File: config.mk
export PLATFORM = sky130hd
export DESIGN_NAME = amplifier_gain_input_control
export DESIGN_NICKNAME = d
export VERILOG_FILES = /design/src/inc/amp_ctrl_pkg.sv /design/src/hdl/amp_channel.sv /design/src/hdl/amplifier_gain_input_control.sv
export VERILOG_INCLUDE_DIRS = /design/src /design/src/inc
export SDC_FILE = /design/constraint.sdc
export NUM_CORES = 1
export LEC_CHECK = 0
export BUFFER_PORTS_ARGS = -buffer_cell sky130_fd_sc_hd__buf_2
export CAP_MARGIN = 20
export CORE_AREA = 10 10 135 88
export CTS_CLUSTER_SIZE = 14
export DETAILED_ROUTE_END_ITERATION = 12
export DIE_AREA = 0 0 145 98
export GPL_TIMING_DRIVEN = 0
export PLACE_DENSITY_LB_ADDON = 0.2
export SLEW_MARGIN = 20
export SYNTH_ARGS = -nofsm -noshare
export SYNTH_HDL_FRONTEND = slang
export SYNTH_SLANG_ARGS = --single-unit
export TNS_END_PERCENT = 30
File: constraint.sdc
create_clock -name clk -period 2.98 [get_ports clk]
set_input_delay 0.149 -clock clk [delete_from_list [all_inputs] [get_ports clk]]
set_output_delay 0.149 -clock clk [all_outputs]
set_load 0.05 [all_outputs]
File: src/inc/amp_ctrl_regs.svh
`ifndef AMP_CTRL_REGS_SVH
`define AMP_CTRL_REGS_SVH
// ----------------------------------------------------------------------------
// register map, field positions and reset values
// ----------------------------------------------------------------------------
`define CTRL1_ADDR      12'h000
`define TRIM1_ADDR      12'h004
`define CTRL2_ADDR      12'h008
`define TRIM2_ADDR      12'h00c
`define OPTION_ADDR     12'h010
`define STATUS_ADDR     12'h014
`define ENABLE_BIT      15
`define OUT_EN_BIT      14
`define POS_HI          13
`define POS_LO          11
`define NEG_HI          10
`define NEG_LO          8
`define GAIN_HI         2
`define GAIN_LO         0
`define TRIM_HI         5
`define TRIM_LO         0
`define CTRL_MASK       16'hff07
`define TRIM_MASK       16'h003f
`define CTRL_RESET      16'h0000
`define TRIM_RESET      6'h00
`define POS_MAX_CODE    3'h3
`define NEG_GND_CODE    3'h3
`define NEG_PIN2_CODE   3'h1
`define NEG_PIN3_CODE   3'h2
`define NEG_PIN1_CODE   3'h0
`define GAIN_4_CODE     3'h2
`define GAIN_64_CODE    3'h6
`endif
File: src/inc/amp_ctrl_pkg.sv
// Purpose: types shared by the amplifier control files
// Assumes: none
// Notes:   one-hot widths for the decoded analog controls
package amp_ctrl_pkg;
  typedef logic [4:0] gain_oh_t;
  typedef logic [3:0] sel_oh_t;
  typedef logic [5:0] trim_t;
endpackage

File: src/hdl/amp_channel.sv
// Purpose: one amplifier instance: control and trim registers, decoded controls
// Assumes: writes come one cycle wide with byte-masked data
// Notes:   decoded outputs are registered and one-hot or all zero
`include "amp_ctrl_regs.svh"
module amp_channel
  import amp_ctrl_pkg::*;
(
  input  wire logic        clk,
  input  wire logic        rst,
  input  wire logic        ctrlWr,
  input  wire logic        trimWr,
  input  wire logic [15:0] wrData,
  output logic [15:0]      ctrlRd,
  output logic [15:0]      trimRd,
  output logic             ampEnable,
  output logic             ampOutputPinEnable,
  output gain_oh_t         gainSel,
  output sel_oh_t          posInSel,
  output sel_oh_t          negInSel,
  output logic             negGround,
  output trim_t            offsetTrim
);
  typedef struct packed {
    logic [15:0] ctrl;
    trim_t       trim;
    logic        en;
    logic        oe;
    gain_oh_t    gain;
    sel_oh_t     pos;
    sel_oh_t     neg;
    logic        gnd;
  } state_s;

  state_s st_r;
  state_s st_nxt;

  // --------------------------------------------------------------------------
  // register update and decode
  // --------------------------------------------------------------------------
  always_comb
  begin
    logic [2:0] g;
    logic [2:0] p;
    logic [2:0] n;
    logic       on;
    g  = 3'h0;
    p  = 3'h0;
    n  = 3'h0;
    on = 1'b0;
    st_nxt = st_r;
    if (ctrlWr)
    begin
      st_nxt.ctrl = wrData & `CTRL_MASK;
    end
    if (trimWr)
    begin
      st_nxt.trim = wrData[`TRIM_HI:`TRIM_LO];
    end
    g  = st_nxt.ctrl[`GAIN_HI:`GAIN_LO];
    p  = st_nxt.ctrl[`POS_HI:`POS_LO];
    n  = st_nxt.ctrl[`NEG_HI:`NEG_LO];
    on = st_nxt.ctrl[`ENABLE_BIT];
    st_nxt.en   = on;
    st_nxt.oe   = st_nxt.ctrl[`OUT_EN_BIT];
    st_nxt.gain = '0;
    st_nxt.pos  = '0;
    st_nxt.neg  = '0;
    st_nxt.gnd  = 1'b0;
    if (on && g >= `GAIN_4_CODE && g <= `GAIN_64_CODE)
    begin
      st_nxt.gain[3'(g - `GAIN_4_CODE)] = 1'b1;
    end
    if (on && p <= `POS_MAX_CODE)
    begin
      st_nxt.pos[p[1:0]] = 1'b1;
    end
    if (on && n == `NEG_GND_CODE)
    begin
      st_nxt.gnd = 1'b1;
    end
    else if (on && n <= `NEG_PIN3_CODE)
    begin
      st_nxt.neg[n[1:0]] = 1'b1;
    end
  end

  always_ff @(posedge clk or posedge rst)
  begin
    if (rst)
    begin
      st_r      <= '0;
      st_r.ctrl <= `CTRL_RESET;
      st_r.trim <= `TRIM_RESET;
    end
    else
    begin
      st_r <= st_nxt;
    end
  end

  assign ctrlRd             = st_r.ctrl;
  assign trimRd             = {10'h000, st_r.trim};
  assign ampEnable          = st_r.en;
  assign ampOutputPinEnable = st_r.oe;
  assign gainSel            = st_r.gain;
  assign posInSel           = st_r.pos;
  assign negInSel           = st_r.neg;
  assign negGround          = st_r.gnd;
  assign offsetTrim         = st_r.trim;
endmodule

File: src/hdl/amplifier_gain_input_control.sv
// Purpose: APB register bank and switch control for two gain amplifiers
// Assumes: single clock, zero-wait APB slave
// Notes:   converter output enables come in as inputs and are never arbitrated
//
// Our own choices: the placing of the registers and the APB slave port.
`include "amp_ctrl_regs.svh"
module amplifier_gain_input_control
  import amp_ctrl_pkg::*;
(
  input  wire logic        clk,
  input  wire logic        rst,
  input  wire logic        psel,
  input  wire logic        penable,
  input  wire logic        pwrite,
  input  wire logic [11:0] paddr,
  input  wire logic [31:0] pwdata,
  input  wire logic [3:0]  pstrb,
  output logic [31:0]      prdata,
  output logic             pready,
  output logic             pslverr,
  input  wire logic        dacOut1Enable,
  input  wire logic        dacOut2Enable,
  output logic             amp1Enable,
  output logic             amp2Enable,
  output gain_oh_t         amp1GainSel,
  output gain_oh_t         amp2GainSel,
  output sel_oh_t          amp1PosInSel,
  output sel_oh_t          amp2PosInSel,
  output sel_oh_t          amp1NegInSel,
  output sel_oh_t          amp2NegInSel,
  output logic             amp1NegGround,
  output logic             amp2NegGround,
  output trim_t            amp1OffsetTrim,
  output trim_t            amp2OffsetTrim,
  output logic             amp1ToPin1Switch,
  output logic             amp2ToPin1Switch,
  output logic             amp2ToPin2Switch,
  output logic             dacToPin1Switch,
  output logic             dacToPin2Switch
);
  typedef struct packed {
    logic        singlePinRouteOption;
    logic [31:0] rdata;
    logic        slverr;
    logic        sw11;
    logic        sw21;
    logic        sw22;
    logic        dac1;
    logic        dac2;
  } state_s;

  state_s st_r;
  state_s st_nxt;

  // --------------------------------------------------------------------------
  // bus decode
  // --------------------------------------------------------------------------
  logic        access;
  logic        wrEn;
  logic [15:0] wMask;
  logic [15:0] ctrl1Rd;
  logic [15:0] ctrl2Rd;
  logic [15:0] trim1Rd;
  logic [15:0] trim2Rd;
  logic        oe1;
  logic        oe2;
  logic        hit;

  assign access = psel && !penable;
  assign wrEn   = psel && penable && pwrite;
  assign wMask  = {{8{pstrb[1]}}, {8{pstrb[0]}}};
  assign hit    = paddr == `CTRL1_ADDR || paddr == `TRIM1_ADDR
               || paddr == `CTRL2_ADDR || paddr == `TRIM2_ADDR
               || paddr == `OPTION_ADDR || paddr == `STATUS_ADDR;

  logic [15:0] wData1;
  logic [15:0] wData2;
  logic [15:0] wDataT1;
  logic [15:0] wDataT2;
  assign wData1  = (pwdata[15:0] & wMask) | (ctrl1Rd & ~wMask);
  assign wData2  = (pwdata[15:0] & wMask) | (ctrl2Rd & ~wMask);
  assign wDataT1 = (pwdata[15:0] & wMask) | (trim1Rd & ~wMask);
  assign wDataT2 = (pwdata[15:0] & wMask) | (trim2Rd & ~wMask);

  // --------------------------------------------------------------------------
  // amplifier instances
  // --------------------------------------------------------------------------
  amp_channel u_amp1 (
    .clk                (clk),
    .rst                (rst),
    .ctrlWr             (wrEn && paddr == `CTRL1_ADDR),
    .trimWr             (wrEn && paddr == `TRIM1_ADDR),
    .wrData             (paddr == `CTRL1_ADDR ? wData1 : wDataT1),
    .ctrlRd             (ctrl1Rd),
    .trimRd             (trim1Rd),
    .ampEnable          (amp1Enable),
    .ampOutputPinEnable (oe1),
    .gainSel            (amp1GainSel),
    .posInSel           (amp1PosInSel),
    .negInSel           (amp1NegInSel),
    .negGround          (amp1NegGround),
    .offsetTrim         (amp1OffsetTrim)
  );

  amp_channel u_amp2 (
    .clk                (clk),
    .rst                (rst),
    .ctrlWr             (wrEn && paddr == `CTRL2_ADDR),
    .trimWr             (wrEn && paddr == `TRIM2_ADDR),
    .wrData             (paddr == `CTRL2_ADDR ? wData2 : wDataT2),
    .ctrlRd             (ctrl2Rd),
    .trimRd             (trim2Rd),
    .ampEnable          (amp2Enable),
    .ampOutputPinEnable (oe2),
    .gainSel            (amp2GainSel),
    .posInSel           (amp2PosInSel),
    .negInSel           (amp2NegInSel),
    .negGround          (amp2NegGround),
    .offsetTrim         (amp2OffsetTrim)
  );

  // --------------------------------------------------------------------------
  // read data, option register and pin routing
  // --------------------------------------------------------------------------
  always_comb
  begin
    st_nxt = st_r;
    if (wrEn && paddr == `OPTION_ADDR && pstrb[0])
    begin
      st_nxt.singlePinRouteOption = pwdata[0];
    end
    if (access)
    begin
      st_nxt.slverr = !hit;
      case (paddr)
        `CTRL1_ADDR:  st_nxt.rdata = {16'h0000, ctrl1Rd};
        `TRIM1_ADDR:  st_nxt.rdata = {16'h0000, trim1Rd};
        `CTRL2_ADDR:  st_nxt.rdata = {16'h0000, ctrl2Rd};
        `TRIM2_ADDR:  st_nxt.rdata = {16'h0000, trim2Rd};
        `OPTION_ADDR: st_nxt.rdata = {31'h0, st_r.singlePinRouteOption};
        `STATUS_ADDR: st_nxt.rdata = {25'h0, st_r.dac2, st_r.dac1, st_r.sw22,
                                      st_r.sw21, st_r.sw11, amp2Enable, amp1Enable};
        default:      st_nxt.rdata = 32'h0000_0000;
      endcase
    end
    st_nxt.sw11 = oe1;
    st_nxt.sw22 = oe2 && !st_r.singlePinRouteOption;
    st_nxt.sw21 = oe2 && st_r.singlePinRouteOption;
    st_nxt.dac1 = dacOut1Enable;
    st_nxt.dac2 = dacOut2Enable;
  end

  always_ff @(posedge clk or posedge rst)
  begin
    if (rst)
    begin
      st_r <= '0;
    end
    else
    begin
      st_r <= st_nxt;
    end
  end

  assign prdata           = st_r.rdata;
  assign pready           = 1'b1;
  assign pslverr          = psel && penable && st_r.slverr;
  assign amp1ToPin1Switch = st_r.sw11;
  assign amp2ToPin1Switch = st_r.sw21;
  assign amp2ToPin2Switch = st_r.sw22;
  assign dacToPin1Switch  = st_r.dac1;
  assign dacToPin2Switch  = st_r.dac2;
endmodule

==> summary.txt <==
Outcome
  – Status: complete, no violations

Setup path
  – Critical path cell sequence: buf_2, nor4_1, buf_2, and4_1, buf_2, mux2i_1, a21oi_1
  – Critical Path Slowest Stage Cell: nor4_1
  – Largest stage delay, worst path: 750 ps
  – CP Capture Type: register
  – Buffers plus inverters on the worst setup path: 3
  – Top delay family on crit path: simple AND/OR/NAND/NOR gates
  – CP Max Fanout: 10
  – Critical path class: primary input to register
  – Critical Path AT: 2370 ps
  – WP data required: 3170 ps
  – Most used cell, CP: buf_2
  – Critical Path Start Type: primary input

Logic synthesis
  – Cell count after synthesis: 391
  – Most numerous cell in the Yosys netlist: dfrtp_1
  – Mux share of post-synthesis cell area: 10.6%
  – Simple-Gate Fraction of Synth Area: 21.1%
  – Synth cell count leaders: dfrtp_1, nand2_1, buf_4, a21oi_1, mux2_2
  – Number of synthesized flops with an enable pin: 0
  – Synth Area in Compound Gates: 7.76%
  – Adder-Cell Fraction of Synth Area: 0%
  – Syn avg cell area: 10.6 um^2
  – Most used DFF post-synth: dfrtp_1
  – Largest family of logic cells by synthesized area: simple AND/OR/NAND/NOR gates
  – Share of the synthesized area in the top cell type: 51.0%
  – Largest cells by area after synthesis: dfrtp_1, buf_4, nand2_1, mux2_2, mux2i_1
  – Synth warn: 0
  – Mapped cell area: 4130 um^2
  – Yosys cell types: 45
  – Synth async-reset ratio: 100%
  – Yosys top cell by area: dfrtp_1
  – #FFs+latches synth: 84
  – Xor and xnor area share after synthesis: 0%
  – Post-synthesis sequential area ratio: 51.0%

Pwr
  – Static Leak: 0.00280 uW
  – Pwr per Cell Area: 468 nW/um^2
  – Cell Int Power: 1860 uW
  – Sw frac: 23.5%
  – Reg power frac: 47.2%
  – Psw: 570 uW
  – VDD IR max: 279 uV
  – Clock power frac: 44.5%
  – Combinational Power Share: 8.3%

Finish
  – Multi-input gate area: 1710 um^2
  – Diodes inserted: 0
  – Storage cell area: 2100 um^2
  – Fin nets: 574
  – Syn-to-layout area delta: 25.5%
  – Post-layout util: 54.5%
  – Final Non-Filler Cells: 656
  – Fill cells: 851
  – Layout cell share with drive strength beyond 1: 35.9%

Clock network
  – H-tree depth: 3
  – CTS Buffer Depth: 2
  – CTS buffer count: 9
  – Clock slew at reported path FFs: 60 ps
  – Clock Latency Late Sink: 330 ps
  – Root Driver: clkbuf_16
  – Clock Sinks: 84
  – CTS tree: built

GRT
  – GRT Residual Overflow: 0
  – Largest net degree at the start of global routing: 50
  – Met1 Use GR: 22.8%
  – Initial antenna violation count: 1
  – Overall Global Routing Usage: 16.6%
  – Vias in the first global route: 3406
  – GRT busiest layer: met2
  – First-pass GRT wire length: 19.0 mm
  – Met3 GRT Util: 5.85%
  – Met2 Use GR: 24.4%

Timing
  – Max-slew headroom: 42.1%
  – Maximum clock frequency: 459 MHz
  – Final-report setup violation count: 0
  – Worst-Margin Slew: 860 ps
  – Crit path time final: 2180 ps
  – Setup Skew: 3.10 ps
  – RSZ-0062 raised after global routing: no
  – Setup TNS Final: 0 ps
  – Hold Vio Cnt, Final: 0
  – Max Slew Vio Count: 0
  – Period Utilization, post-route: 73.2%

Place
  – Placed cell count: 640
  – I/O Buffers: 95
  – HPWL after DPL: 8.85 mm
  – Final Wtd Congestion: 0.874

Die
  – Die Y: 98 um
  – Die Wd: 145 um
  – Die area: 14200 um^2
  – Core Area: 9490 um^2
  – Initial Util: 43.5%
  – Ports: 136
  – Row count: 28

Routing
  – Via Count: 3258
  – DRT Wirelength: 11.7 mm
  – DRT iter0 DRCs: 196
  – Pre-antenna DRT Iters: 5
  – Routed WL per cell: 17.8 um
  – DRC Markers: 0
  – Vias/cell: 4.97
  – Antenna viol nets, final: 0

Flow run
  – Max-cap viol count: 0

Min path
  – Class of the worst hold path: primary input to register
-- kinds of logic (layout without fill, tap and decap cells) --
kind of cell | Yosys count | count (layout)
other | 2 | 20
AO/OA/AOI/OAI | 52 | 52
multiplexers | 37 | 37
AND/OR/NAND/NOR | 156 | 156
flip-flops | 84 | 84
buffers and inverters | 60 | 172
-- metal layers --
layer  part of all wire, %  up-vias
met4                  0.99        2
met3                   7.2       13
li1                      -     1562
met1                    47     1571
met2                    44      110
met5                  0.11        -
-- power by group through the flow --
stage                     Combinational, uW  Clock (uW)  Sequential, uW
after floorplan                         121           0            1180
after global placement                  188           0            1170
after detailed placement                197           0            1170
after CTS                               200        1090            1150
after global routing                    218        1150            1140
final                                   201        1080            1150
-- cell usage in the layout, fill, tap and decap left out, types with 2 or more instances in the layout --
master         netlist  layout
and2_1               3       3
buf_6                3       3
buf_4               34      34
nand3_1              9       9
nor2_1               9       9
nor3_1              10      10
mux2_2              16      16
mux2_4               5       5
clkbuf_1             7       7
clkinv_2             0       2
a21oi_1             16      16
dlygate4sd3_1        0       3
a22oi_1             13      13
and3_1               4       4
nor4b_1              2       2
and4_1               5       5
nand2_1             65      65
nor4_1               2       2
conb_1               2      20
nor2b_1             14      14
dfrtp_1             84      84
or3_1                8       8
nor4_2               2       2
clkbuf_16            0       9
o21ai_0             15      15
mux2i_2              3       3
a2bb2oi_1            2       2
mux2i_1             12      12
nand4_4              2       2
nand4_1              6       6
buf_2                7     102
nand3b_1             8       8
inv_1                8       7
-- through the flow --
step                      hold WS, ps  area (um^2)  total power, uW  setup slack (ps)
after CTS                        33.8         5180             2440               900
after floorplan                   180         4190             1300               666
after detailed placement          215         4870             1360               570
after global placement            257         4840             1350              -353
final                            45.1         5180             2420               799
after global routing             49.0         5180             2520               747
-- final cells by class --
cell class	count	share of cell area, %
flip-flops and latches	84	40.6
clock buffers	10	4.62
inverters	9	0.701
clock inverters	3	0.774
multi-input cells	265	33.0
repair buffers	99	10.3
plain buffers	51	6.77
well taps	135	3.26
-- tightest hold or removal path, delay by kind of cell --
| kind | cells | cell delay [ps] |
|---|---|---|
| AND/OR/NAND/NOR | 2 | 90 |
| buffers and inverters | 1 | 100 |
-- path summary, 6_finish.rpt --
check                                             from  slack [ps]                            to  depth (start not counted)
min in group asynchronous                          rst         400   u_amp2.gainSel[3]$_DFF_PP0_                          3
setup reg to reg           u_amp2.ctrlRd[15]$_DFF_PP0_        1690  u_amp2.negInSel[0]$_DFF_PP0_                          4
setup / recovery                              paddr[9]         800  u_amp2.negInSel[0]$_DFF_PP0_                          7
hold reg to reg                               register         400    amp1ToPin1Switch$_DFF_PP0_                          0
hold / removal                              pwdata[10]          50   u_amp1.ctrlRd[10]$_DFF_PP0_                          3
max in group asynchronous                          rst        1980  u_amp2.negInSel[0]$_DFF_PP0_                          4
-- state kept, by name, indices dropped and copies added, names as in the netlist, named ones only --
register,flops
amp1ToPin1Switch,1
amp2ToPin1Switch,1
amp2ToPin2Switch,1
dacToPin1Switch,1
dacToPin2Switch,1
prdata,15
st_r,2
u_amp1.ctrlRd,10
u_amp1.gainSel,5
u_amp1.negGround,1
u_amp1.negInSel,4
u_amp1.offsetTrim,3
u_amp1.posInSel,4
u_amp2.ctrlRd,10
u_amp2.gainSel,5
u_amp2.negGround,1
u_amp2.negInSel,4
u_amp2.offsetTrim,3
u_amp2.posInSel,4
-- what timing repair did --
item | in CTS | in global routing
hold buffers | 3 | 0
endpoints found under the hold margin | 37 | 0
buffers inserted | 0 | 0
gates resized for setup | 0 | 0
Power figures use the tool's default switching activity.
